### src/rtl/wdt_pkg.sv
// Package with register map, field layout and timing counts of the watchdog control block.
package wdt_pkg;

  // ****************************************************************
  // Register offsets (byte addresses)
  // ****************************************************************
  localparam logic [7:0] CTRL_OFFSET = 8'h00;
  localparam logic [7:0] STAT_OFFSET = 8'h04;
  localparam logic [7:0] MASK_OFFSET = 8'h08;
  localparam logic [7:0] KICK_OFFSET = 8'h0C;
  localparam logic [7:0] INFO_OFFSET = 8'h10;

  // ****************************************************************
  // Control register fields
  // ****************************************************************
  localparam int SEL_LSB      = 0;
  localparam int SEL_W        = 3;
  localparam int TIMER_ON_BIT = 3;
  localparam int UNLOCK_BIT   = 4;
  localparam int CTRL_W       = 8;

  localparam logic [SEL_W-1:0] SEL_RESET = 3'h0;
  localparam logic             ON_RESET  = 1'b0;

  // ****************************************************************
  // Status, mask, kick and info fields
  // ****************************************************************
  localparam int EV_TIMEOUT_BIT = 0;
  localparam int EV_REFUSED_BIT = 1;
  localparam int EV_W           = 2;
  localparam int KICK_BIT       = 0;
  localparam int INFO_LEVEL_BIT = 0;
  localparam int INFO_RUN_BIT   = 1;
  localparam int INFO_OPEN_BIT  = 2;

  localparam logic [EV_W-1:0] EV_RESET = 2'h0;

  // ****************************************************************
  // Timing counts
  // ****************************************************************
  localparam int UNLOCK_CYCLES = 4;
  localparam int BASE_OSC_CYC  = 16384;
  localparam int WDT_CNT_W     = 22;

  // ****************************************************************
  // Bus answers
  // ****************************************************************
  localparam logic [1:0] RESP_OKAY   = 2'h0;
  localparam logic [1:0] RESP_SLVERR = 2'h2;

endpackage

### src/rtl/watchdog_ctrl.sv
// Watchdog control block with timed unlock, safety levels and an AXI4-Lite register slave.
//
// Decided for this implementation: the AXI4-Lite interface to the registers and the register offsets.
module watchdog_ctrl
  import wdt_pkg::*;
#(
  parameter int BASE_CYC = BASE_OSC_CYC
) (
  input  wire logic        aclk,
  input  wire logic        aresetn,
  input  wire logic        clk_en,
  input  wire logic        wdt_osc,
  input  wire logic        safety_level_fuse,
  output      logic        chip_reset_req,
  output      logic        irq,
  input  wire logic [7:0]  s_axi_awaddr,
  input  wire logic [2:0]  s_axi_awprot,
  input  wire logic        s_axi_awvalid,
  output      logic        s_axi_awready,
  input  wire logic [31:0] s_axi_wdata,
  input  wire logic [3:0]  s_axi_wstrb,
  input  wire logic        s_axi_wvalid,
  output      logic        s_axi_wready,
  output      logic [1:0]  s_axi_bresp,
  output      logic        s_axi_bvalid,
  input  wire logic        s_axi_bready,
  input  wire logic [7:0]  s_axi_araddr,
  input  wire logic [2:0]  s_axi_arprot,
  input  wire logic        s_axi_arvalid,
  output      logic        s_axi_arready,
  output      logic [31:0] s_axi_rdata,
  output      logic [1:0]  s_axi_rresp,
  output      logic        s_axi_rvalid,
  input  wire logic        s_axi_rready
);

  // ****************************************************************
  // Declarations
  // ****************************************************************
  logic                 osc_s1_r;
  logic                 osc_s2_r;
  logic                 osc_s3_r;
  logic                 fuse_s1_r;
  logic                 fuse_s2_r;
  logic [1:0]           strap_cnt_r;
  logic                 level2_r;
  logic                 on_r;
  logic [SEL_W-1:0]     sel_r;
  logic                 unlock_r;
  logic [1:0]           unlock_cnt_r;
  logic [EV_W-1:0]      stat_r;
  logic [EV_W-1:0]      mask_r;
  logic                 kick_r;
  logic                 aw_hold_r;
  logic [7:0]           aw_addr_r;
  logic                 w_hold_r;
  logic [31:0]          w_data_r;
  logic [3:0]           w_strb_r;
  logic                 bvalid_r;
  logic [1:0]           bresp_r;
  logic                 rvalid_r;
  logic [31:0]          rdata_r;
  logic [1:0]           rresp_r;
  logic                 expire_w;

  logic                 osc_tick_w;
  logic                 on_eff_w;
  logic                 do_write_w;
  logic                 wr_lane0_w;
  logic                 wr_ctrl_w;
  logic                 wr_stat_w;
  logic                 wr_mask_w;
  logic                 wr_kick_w;
  logic                 wr_hit_w;
  logic                 rd_take_w;
  logic                 rd_hit_w;
  logic [31:0]          rd_mux_w;
  logic                 wd_on_w;
  logic                 wd_unlock_w;
  logic [SEL_W-1:0]     wd_sel_w;
  logic                 clear_ok_w;
  logic                 on_nxt;
  logic [SEL_W-1:0]     sel_nxt;
  logic                 refuse_w;
  logic [EV_W-1:0]      ev_set_w;
  logic [EV_W-1:0]      ev_clr_w;
  logic [EV_W-1:0]      stat_nxt;
  logic [CTRL_W-1:0]    ctrl_rd_w;
  logic                 restart_w;

  // ****************************************************************
  // Input synchronisers
  // ****************************************************************
  always_ff @(posedge aclk) begin
    if (!aresetn) begin
      osc_s1_r  <= 1'b0;
      osc_s2_r  <= 1'b0;
      osc_s3_r  <= 1'b0;
      fuse_s1_r <= 1'b0;
      fuse_s2_r <= 1'b0;
    end else if (clk_en) begin
      osc_s1_r  <= wdt_osc;
      osc_s2_r  <= osc_s1_r;
      osc_s3_r  <= osc_s2_r;
      fuse_s1_r <= safety_level_fuse;
      fuse_s2_r <= fuse_s1_r;
    end
  end

  assign osc_tick_w = osc_s2_r && !osc_s3_r;

  // ****************************************************************
  // Fuse capture
  // ****************************************************************
  // The level follows the synchronised fuse until it has settled after
  // reset, then stays fixed until the next reset.
  always_ff @(posedge aclk) begin
    if (!aresetn) begin
      strap_cnt_r <= 2'h0;
      level2_r    <= 1'b0;
    end else if (clk_en && (strap_cnt_r != 2'h3)) begin
      strap_cnt_r <= strap_cnt_r + 2'h1;
      level2_r    <= fuse_s2_r;
    end
  end

  assign on_eff_w = on_r || level2_r;

  // ****************************************************************
  // AXI4-Lite write channel
  // ****************************************************************
  assign s_axi_awready = clk_en && !aw_hold_r && !bvalid_r;
  assign s_axi_wready  = clk_en && !w_hold_r && !bvalid_r;
  assign s_axi_bvalid  = bvalid_r;
  assign s_axi_bresp   = bresp_r;

  assign do_write_w = clk_en && aw_hold_r && w_hold_r && !bvalid_r;
  assign wr_lane0_w = do_write_w && w_strb_r[0];
  assign wr_ctrl_w  = wr_lane0_w && (aw_addr_r == CTRL_OFFSET);
  assign wr_stat_w  = wr_lane0_w && (aw_addr_r == STAT_OFFSET);
  assign wr_mask_w  = wr_lane0_w && (aw_addr_r == MASK_OFFSET);
  assign wr_kick_w  = wr_lane0_w && (aw_addr_r == KICK_OFFSET);
  assign wr_hit_w   = (aw_addr_r == CTRL_OFFSET) || (aw_addr_r == STAT_OFFSET)
                   || (aw_addr_r == MASK_OFFSET) || (aw_addr_r == KICK_OFFSET);

  always_ff @(posedge aclk) begin
    if (!aresetn) begin
      aw_hold_r <= 1'b0;
      aw_addr_r <= 8'h00;
      w_hold_r  <= 1'b0;
      w_data_r  <= 32'h0000_0000;
      w_strb_r  <= 4'h0;
      bvalid_r  <= 1'b0;
      bresp_r   <= RESP_OKAY;
    end else if (clk_en) begin
      if (s_axi_awvalid && s_axi_awready) begin
        aw_hold_r <= 1'b1;
        aw_addr_r <= {s_axi_awaddr[7:2], 2'b00};
      end
      if (s_axi_wvalid && s_axi_wready) begin
        w_hold_r <= 1'b1;
        w_data_r <= s_axi_wdata;
        w_strb_r <= s_axi_wstrb;
      end
      if (do_write_w) begin
        aw_hold_r <= 1'b0;
        w_hold_r  <= 1'b0;
        bvalid_r  <= 1'b1;
        bresp_r   <= wr_hit_w ? RESP_OKAY : RESP_SLVERR;
      end else if (bvalid_r && s_axi_bready) begin
        bvalid_r <= 1'b0;
      end
    end
  end

  // ****************************************************************
  // Control register update
  // ****************************************************************
  assign wd_on_w     = w_data_r[TIMER_ON_BIT];
  assign wd_unlock_w = w_data_r[UNLOCK_BIT];
  assign wd_sel_w    = w_data_r[SEL_LSB +: SEL_W];

  assign clear_ok_w = unlock_r && !level2_r;

  assign on_nxt = wd_on_w ? 1'b1 : (clear_ok_w ? 1'b0 : on_r);

  assign sel_nxt = unlock_r ? wd_sel_w : sel_r;

  assign refuse_w = wr_ctrl_w && ((!wd_on_w && on_eff_w && !clear_ok_w)
                                  || (!unlock_r && (wd_sel_w != sel_r)));

  always_ff @(posedge aclk) begin
    if (!aresetn) begin
      on_r  <= ON_RESET;
      sel_r <= SEL_RESET;
    end else if (clk_en && wr_ctrl_w) begin
      on_r  <= on_nxt;
      sel_r <= sel_nxt;
    end
  end

  always_ff @(posedge aclk) begin
    if (!aresetn) begin
      unlock_r     <= 1'b0;
      unlock_cnt_r <= 2'h0;
    end else if (clk_en) begin
      if (wr_ctrl_w && wd_unlock_w) begin
        unlock_r     <= 1'b1;
        unlock_cnt_r <= 2'(UNLOCK_CYCLES - 1);
      end else if (unlock_r) begin
        if (unlock_cnt_r == 2'h0) begin
          unlock_r <= 1'b0;
        end else begin
          unlock_cnt_r <= unlock_cnt_r - 2'h1;
        end
      end
    end
  end

  // ****************************************************************
  // Status, mask, kick and interrupt
  // ****************************************************************
  assign ev_set_w = {refuse_w, expire_w};
  assign ev_clr_w = wr_stat_w ? w_data_r[EV_W-1:0] : '0;
  // A new event wins over a clear in the same cycle.
  assign stat_nxt = (stat_r & ~ev_clr_w) | ev_set_w;

  always_ff @(posedge aclk) begin
    if (!aresetn) begin
      stat_r <= EV_RESET;
      mask_r <= EV_RESET;
      kick_r <= 1'b0;
    end else if (clk_en) begin
      stat_r <= stat_nxt;
      kick_r <= wr_kick_w && w_data_r[KICK_BIT];
      if (wr_mask_w) begin
        mask_r <= w_data_r[EV_W-1:0];
      end
    end
  end

  assign irq = |(stat_r & mask_r);

  // ****************************************************************
  // Watchdog counter
  // ****************************************************************
  // Restart on kick or disable.
  assign restart_w = kick_r || !on_eff_w;

  wdt_counter #(
    .CNT_W (WDT_CNT_W),
    .BASE  (BASE_CYC)
  ) u_counter (
    .aclk     (aclk),
    .aresetn  (aresetn),
    .clk_en   (clk_en),
    .restart  (restart_w),
    .tick     (osc_tick_w),
    .sel      (sel_r),
    .count_r  (),
    .expire_r (expire_w)
  );

  assign chip_reset_req = expire_w;

  // ****************************************************************
  // AXI4-Lite read channel
  // ****************************************************************
  // Reserved bits zero.
  assign ctrl_rd_w = {3'h0, unlock_r, on_eff_w, sel_r};

  assign rd_hit_w = (s_axi_araddr[7:2] == CTRL_OFFSET[7:2])
                 || (s_axi_araddr[7:2] == STAT_OFFSET[7:2])
                 || (s_axi_araddr[7:2] == MASK_OFFSET[7:2])
                 || (s_axi_araddr[7:2] == KICK_OFFSET[7:2])
                 || (s_axi_araddr[7:2] == INFO_OFFSET[7:2]);

  always_comb begin
    rd_mux_w = 32'h0000_0000;
    unique case ({s_axi_araddr[7:2], 2'b00})
      CTRL_OFFSET: rd_mux_w[CTRL_W-1:0] = ctrl_rd_w;
      STAT_OFFSET: rd_mux_w[EV_W-1:0]   = stat_r;
      MASK_OFFSET: rd_mux_w[EV_W-1:0]   = mask_r;
      INFO_OFFSET: begin
        rd_mux_w[INFO_LEVEL_BIT] = level2_r;
        rd_mux_w[INFO_RUN_BIT]   = on_eff_w;
        rd_mux_w[INFO_OPEN_BIT]  = unlock_r;
      end
      default: rd_mux_w = 32'h0000_0000;
    endcase
  end

  assign s_axi_arready = clk_en && !rvalid_r;
  assign rd_take_w     = s_axi_arvalid && s_axi_arready;
  assign s_axi_rvalid  = rvalid_r;
  assign s_axi_rdata   = rdata_r;
  assign s_axi_rresp   = rresp_r;

  always_ff @(posedge aclk) begin
    if (!aresetn) begin
      rvalid_r <= 1'b0;
      rdata_r  <= 32'h0000_0000;
      rresp_r  <= RESP_OKAY;
    end else if (clk_en) begin
      if (rd_take_w) begin
        rvalid_r <= 1'b1;
        rdata_r  <= rd_mux_w;
        rresp_r  <= rd_hit_w ? RESP_OKAY : RESP_SLVERR;
      end else if (rvalid_r && s_axi_rready) begin
        rvalid_r <= 1'b0;
      end
    end
  end

endmodule

### src/rtl/wdt_counter.sv
// Watchdog counter that counts oscillator ticks and flags expiry of the selected period.
module wdt_counter
  import wdt_pkg::*;
#(
  parameter int CNT_W = WDT_CNT_W,
  parameter int BASE  = BASE_OSC_CYC
) (
  input  wire logic             aclk,
  input  wire logic             aresetn,
  input  wire logic             clk_en,
  input  wire logic             restart,
  input  wire logic             tick,
  input  wire logic [SEL_W-1:0] sel,
  output      logic [CNT_W-1:0] count_r,
  output      logic             expire_r
);

  logic [CNT_W-1:0] base_w;
  logic [CNT_W-1:0] limit_w;
  logic             last_w;

  assign base_w  = CNT_W'(BASE - 1);
  // The period doubles with each step of the select code.
  assign limit_w = ((base_w + CNT_W'(1)) << sel) - CNT_W'(1);
  // Reaching or passing the limit expires, so a shorter period chosen mid-count still fires.
  assign last_w  = tick && (count_r >= limit_w);

  always_ff @(posedge aclk) begin
    if (!aresetn) begin
      count_r  <= '0;
      expire_r <= 1'b0;
    end else if (clk_en) begin
      expire_r <= last_w && !restart;
      if (restart || last_w) begin
        count_r <= '0;
      end else if (tick) begin
        count_r <= count_r + CNT_W'(1);
      end
    end
  end

endmodule

### config.mk
export PLATFORM = sky130hd
export DESIGN_NAME = watchdog_ctrl
export DESIGN_NICKNAME = d
export VERILOG_FILES = /design/src/rtl/wdt_pkg.sv /design/src/rtl/watchdog_ctrl.sv /design/src/rtl/wdt_counter.sv
export SDC_FILE = /design/constraint.sdc
export NUM_CORES = 1
export LEC_CHECK = 0
export BUFFER_PORTS_ARGS = -buffer_cell sky130_fd_sc_hd__buf_2
export CELL_PAD_IN_SITES_DETAIL_PLACEMENT = 2
export CELL_PAD_IN_SITES_GLOBAL_PLACEMENT = 2
export CORE_ASPECT_RATIO = 1.5
export CORE_MARGIN = 3
export CORE_UTILIZATION = 32
export DETAILED_ROUTE_END_ITERATION = 10
export GPL_TIMING_DRIVEN = 0
export HOLD_SLACK_MARGIN = 0.15
export PLACE_DENSITY_LB_ADDON = 0.05
export SYNTH_ARGS = -nofsm -noshare
export SYNTH_HDL_FRONTEND = slang
export SYNTH_SLANG_ARGS = --single-unit
### constraint.sdc
create_clock -name aclk -period 3.4 [get_ports aclk]
set_input_delay 0.68 -clock aclk [delete_from_list [all_inputs] [get_ports aclk]]
set_output_delay 0.68 -clock aclk [all_outputs]
set_load 0.005 [all_outputs]
==> After elaboration in Yosys (flattened, before gate mapping) <==
Index checks and enable logic that the tools add are counted.
{ "classes": {"n_addsub": 4, "magnitude_cmp": 1, "n_eq_ne": 10, "shifts": 1, "n_mux": 24, "n_bitwise": 4, "n_reduce_logical": 76} }
{ "ops": {"columns": ["op", "count"], "rows": [
  ["two-way mux 22 bit", 2],
  ["logical AND 1 bit", 30],
  ["== test 6 x 2 -> 1 bit, second input constant", 4],
  ["AND reduction 2 bit", 12],
  ["adder 22 x 1 -> 22 bit, second input constant", 1],
  [">= comparator 22 bit", 1],
  ["<< shifter 15 x 3 -> 22 bit, first input constant", 1],
  ["subtractor 22 x 1 -> 22 bit, second input constant", 1],
  ["two-way mux 2 bit", 7],
  ["nonzero test 2 bit", 7],
  ["two-way mux 1 bit", 13],
  ["== test 6 x 1 -> 1 bit, second input constant", 2],
  ["zero test 1 bit", 11],
  ["logical OR 1 bit", 11],
  ["zero test 8 bit", 1],
  ["one-hot mux 2 bit (4 select lines)", 1],
  ["== test 6 x 3 -> 1 bit, second input constant", 1],
  ["zero test 6 bit", 1],
  ["bitwise AND 2 bit", 2],
  ["!= test 2 bit, second input constant", 2],
  ["!= test 3 bit", 1],
  ["AND reduction 3 bit", 1],
  ["adder 2 x 1 -> 2 bit, second input constant", 1],
  ["zero test 2 bit", 1],
  ["other kinds (5)", 5]
]} }
{ "word_totals": {"reg_bits": 71, "input_bits": 68, "output_inout_bits": 43} }

==> Logic depth before layout (Yosys ltp) <==
{ "logic_depth": {"ltp_word": 9, "mapped_depth": 9} }

==> Modules after synthesis <==
From an unflattened synthesis, not the netlist that was laid out.
{ "unflattened": {"cells_unflattened": 396, "area_unflattened_um2": 3544.6} }
{ "modules_own_cells": {"columns": ["mod", "instances", "cells_each", "area_per_inst_um2", "seq_area_each_um2"], "rows": [
  ["watchdog_ctrl", 1, 241, 2224.6, 860.8],
  ["wdt_counter", 1, 155, 1320.0, 460.4]
]} }

==> Worst setup path before layout <==
No wires, ideal clock.
{ "synth_path": {"path_type": "register to register", "startpoint": "reg sel_r[2]", "endpoint": "reg u_counter.count_r[0]", "arrival_time_ns": 1.972, "t_required_ns": 3.283, "path_slack_ns": 1.311, "path_stages_with_launch": 10, "n_path_buf": 2, "period_less_slack_ns": 2.089, "cell_sequence": "dfxtp_1 clkbuf_1 nand3_1 ha_1 nand4_1 nor4_1 nand2_1 a41oi_2 buf_2 nor2_1"} }
{ "synth_between": {"elab_chain_cells": 7, "word_cells_on_any_way": 8} }
{ "synth_lines": {"columns": ["item", "line", "rtl"], "rows": [
  ["from (decl)", "watchdog_ctrl.sv:48", "logic [SEL_W-1:0] sel_r;"],
  ["from (signal assigned)", "watchdog_ctrl.sv:198", "sel_r <= sel_nxt;"],
  ["<< shifter 15 x 3 -> 22 bit *", "wdt_counter.sv:24", "assign limit_w = ((base_w + CNT_W'(1)) << sel) - CNT_W'(1);"],
  ["subtractor 22 x 1 -> 22 bit *", "wdt_counter.sv:24", null],
  [">= comparator 22 bit *", "wdt_counter.sv:26", "assign last_w = tick && (count_r >= limit_w);"],
  ["logical AND 1 bit *", "wdt_counter.sv:26", null],
  ["logical OR 1 bit *", "wdt_counter.sv:34", "if (restart || last_w) begin"],
  ["nonzero test 2 bit (no line)", null, null],
  ["AND reduction 2 bit (no line)", null, null],
  ["to (signal assigned)", "wdt_counter.sv:37", "count_r <= count_r + CNT_W'(1);"],
  ["to (decl)", "wdt_counter.sv:14", "output logic [CNT_W-1:0] count_r,"]
]} }
Mark *: on every way between the ends. The rest lies on a longest branch, timed or not.
A chain may end at the register's enable or synchronous reset.

==> Final worst setup path <==
{ "layout_path": {"startpoint": "reg sel_r[2]", "endpoint": "reg u_counter.count_r[17]"} }
Same word-level chain as after synthesis.

==> flow_metrics.env <==
export IMPL_max_freq_ghz=0.3761
export IMPL_crit_path_start_kind="flip-flop"
export IMPL_place_hpwl_um=7567
export IMPL_synth_top_flop_cell="dfxtp_1"
export IMPL_p_per_area_mw_per_mm2=427.8
export IMPL_vias_per_cell=4.795
export IMPL_crit_path_end_kind="flip-flop"
export IMPL_dieHeight_um=134.0
export IMPL_worstHoldPathCells=2
export IMPL_core_mm2=0.01065
export IMPL_layout_drive_gt1_share=0.2034
export IMPL_worst_pin_slew_ps=977.6
export IMPL_syn_inst=395
export IMPL_grt_util_all_layers=0.1703
export IMPL_synth_seq_cells=66
export IMPL_avgSynthCellArea_um2=8.850
export IMPL_nets=551
export IMPL_reg2regPathDepth=9
export IMPL_critical_path_top_delay_family="buffers and inverters"
export IMPL_switching_share=0.2422
export IMPL_die_w_um=91.34
export IMPL_place_port_buffers=38
export IMPL_yosys_cell_types_count=54
export IMPL_ys_warn_count=0
export IMPL_postCtsResizedCells=0
export IMPL_crit_chain="clkbuf_1, o21ai_0, ha_1, nand4_1, nor4_1, nand2_1, a41oi_2, buf_2, nor2_1"
export IMPL_arrival_ps=2870
export IMPL_floorplan_rows=46
export IMPL_fin_crit_ps=2659
export IMPL_die_area_mm2=0.01224
export IMPL_rsz0062_at_grt="no"
export IMPL_grt_ovfl_total=0
export IMPL_min_path_type="reg -> reg"
export IMPL_worstSkewPairLatency_ps=330
export IMPL_ctsHoldBuffers=0
export IMPL_synth_edf_count=0
export IMPL_slew_headroom=0.3439
export IMPL_ant_nets=0
export IMPL_cp_buffers_inverters=2
export IMPL_ctsRootBufferMaster="clkbuf_16"
export IMPL_asyncSetResetFlopFracSynth=0
export IMPL_drt_iter0_drc=43
export IMPL_cts_tree="built"
export IMPL_fin_setup_tns_ps=0
export IMPL_period_share=0.7821
export IMPL_grt_pass1_vias=3339
export IMPL_peakVddDrop_uv=258.1
export IMPL_antenna_diode_count=0
export IMPL_clock_sinks=66
export IMPL_hold_viol=0
export IMPL_internal_power_mw=1.376
export IMPL_ios=111
export IMPL_synth_most_common_cell="dfxtp_1"
export IMPL_critical_path_max_fanout=10
export IMPL_grt_max_degree=12
export IMPL_final_max_slew_viol_count=0
export IMPL_grt_pass1_wl_um=16590
export IMPL_post_drt_wl_per_cell_um=15.74
export IMPL_synth_area_leaders="dfxtp_1 (38%), mux2i_1 (7.2%), buf_4 (6.4%)"
export IMPL_critical_path_required_ps=3610
export IMPL_setup_viol=0
export IMPL_cts_buffer_depth=2
export IMPL_comb_power_share=0.086
export IMPL_max_stage_delay_ps=420
export IMPL_drt_wl_total_um=9776
export IMPL_critPathKind="reg -> reg"
export IMPL_switchingPower_uw=439.8
export IMPL_fin_util=0.3986
export IMPL_p_leak_nw=1.766
export IMPL_syn_cell_area_mm2=0.003496
export IMPL_clk_pin_slew_ps=60
export IMPL_max_cap_violations=0
export IMPL_gp_congestion=0.7821
export IMPL_start_util=0.3283
export IMPL_synth_top_area_frac=0.3780
export IMPL_post_cts_setup_buffer_count=0
export IMPL_cp_num_cells=9
export IMPL_numCtsBuffers=9
export IMPL_h_tree_depth=3
export IMPL_clockPowerShare=0.469
export IMPL_slowest_stage="clkbuf_1"
export IMPL_num_vias=2978
export IMPL_synth_common_cells="dfxtp_1 (66), nor2_1 (39), buf_4 (30), nand2_1 (30), nor2b_1 (26)"
export IMPL_status="finished, final reports clean"
export IMPL_yosysSeqAreaShare=0.3780
export IMPL_synth_top_cell_by_area="dfxtp_1"
export IMPL_seq_power_share=0.445
export IMPL_synthToLayoutAreaGrowth_pct=21.40
export IMPL_drc=0
export IMPL_antenna_found_initial=0
export IMPL_finalClockSkew_ps=5.268
export IMPL_firstDrtPassIters=4
[layout by cell type, fill, tap and decap left out, drive strengths merged, types with 13 or more instances in the layout]
master and instances:
nand3 14, mux2i 25, o21ai 13, nand2 30, nor2 39, clkbuf 25
dfxtp 66, conb 30, nor2b 26, xnor2 13, buf 73
[registers in the layout (all words and copies together), names as in the netlist, 2 cells and up]
signal and cells:
s_axi_rdata 5, w_data_r 5, unlock_cnt_r 2, u_counter.count_r 22, mask_r 2, aw_addr_r 6, strap_cnt_r 2, stat_r 2
sel_r 3
[logic make-up after synthesis]
family                   synth area share
AO/OA/AOI/OAI                     0.09056
XOR/XNOR                          0.06263
adder cells (fa/ha/maj)           0.03937
buffers and inverters             0.09699
flip-flops                         0.3780
multiplexers                      0.07158
other                            0.002148
AND/OR/NAND/NOR                    0.2588
[per-layer routing]
metal  global-route usage  vias up  share of wire
met5                    0        -              0
met4              0.05789        0          0.016
met3              0.03760       12          0.028
met2               0.3327       39           0.58
met1               0.1754     1469           0.38
li1                     -     1458              -
[final cells by class]
cell class | instances | area [µm²]
multi-input combinational | 298 | 1941
sequential | 66 | 1321
tap | 144 | 180.2
clock buffer | 11 | 242.7
fill | 1229 | 6404
buffer | 49 | 301.5
inverter | 10 | 37.54
timing repair buffer | 38 | 190.2
clock inverter | 5 | 30.03
[power by group through the flow]
stage          logic, mW  clock network (mW)  registers [mW]
3_5_place_dp       0.157                   0           0.824
3_3_place_gp       0.151                   0           0.823
2_1_floorplan      0.110                   0           0.819
5_1_grt            0.178               0.919           0.809
6_report           0.157               0.852           0.807
4_1_cts            0.158               0.882           0.808
[worst paths after layout]
path / endpoint / startpoint / slack, ps
setup / recovery: u_counter.count_r[17] / sel_r[2] / 740
hold reg to reg: s_axi_rdata[3] / s_axi_rdata[3] / 460
hold / removal: s_axi_rdata[3] / s_axi_rdata[3] / 460
setup reg to reg: u_counter.count_r[17] / sel_r[2] / 740
[metrics by stage]
step / cell area, µm² / instances / power (mW) / setup slack [ps] / hold WS (ps)
after floorplan: 3601 / 423 / 0.9294 / 1311 / 447.2
after global placement: 3971 / 605 / 0.9740 / 857.1 / 448.0
after detailed placement: 3971 / 605 / 0.9810 / 718.8 / 453.8
after CTS: 4244 / 621 / 1.848 / 698.6 / 469.6
after global routing: 4244 / 621 / 1.906 / 410.3 / 500.9
final: 4244 / 621 / 1.816 / 740.9 / 461.2
[worst min-delay path, stage by stage, from the launching register on]
cell	delay [ps]
dfxtp_1	310
nand2_1	60
a21boi_1	50
Note: power is estimated with default switching activity, not from simulation.
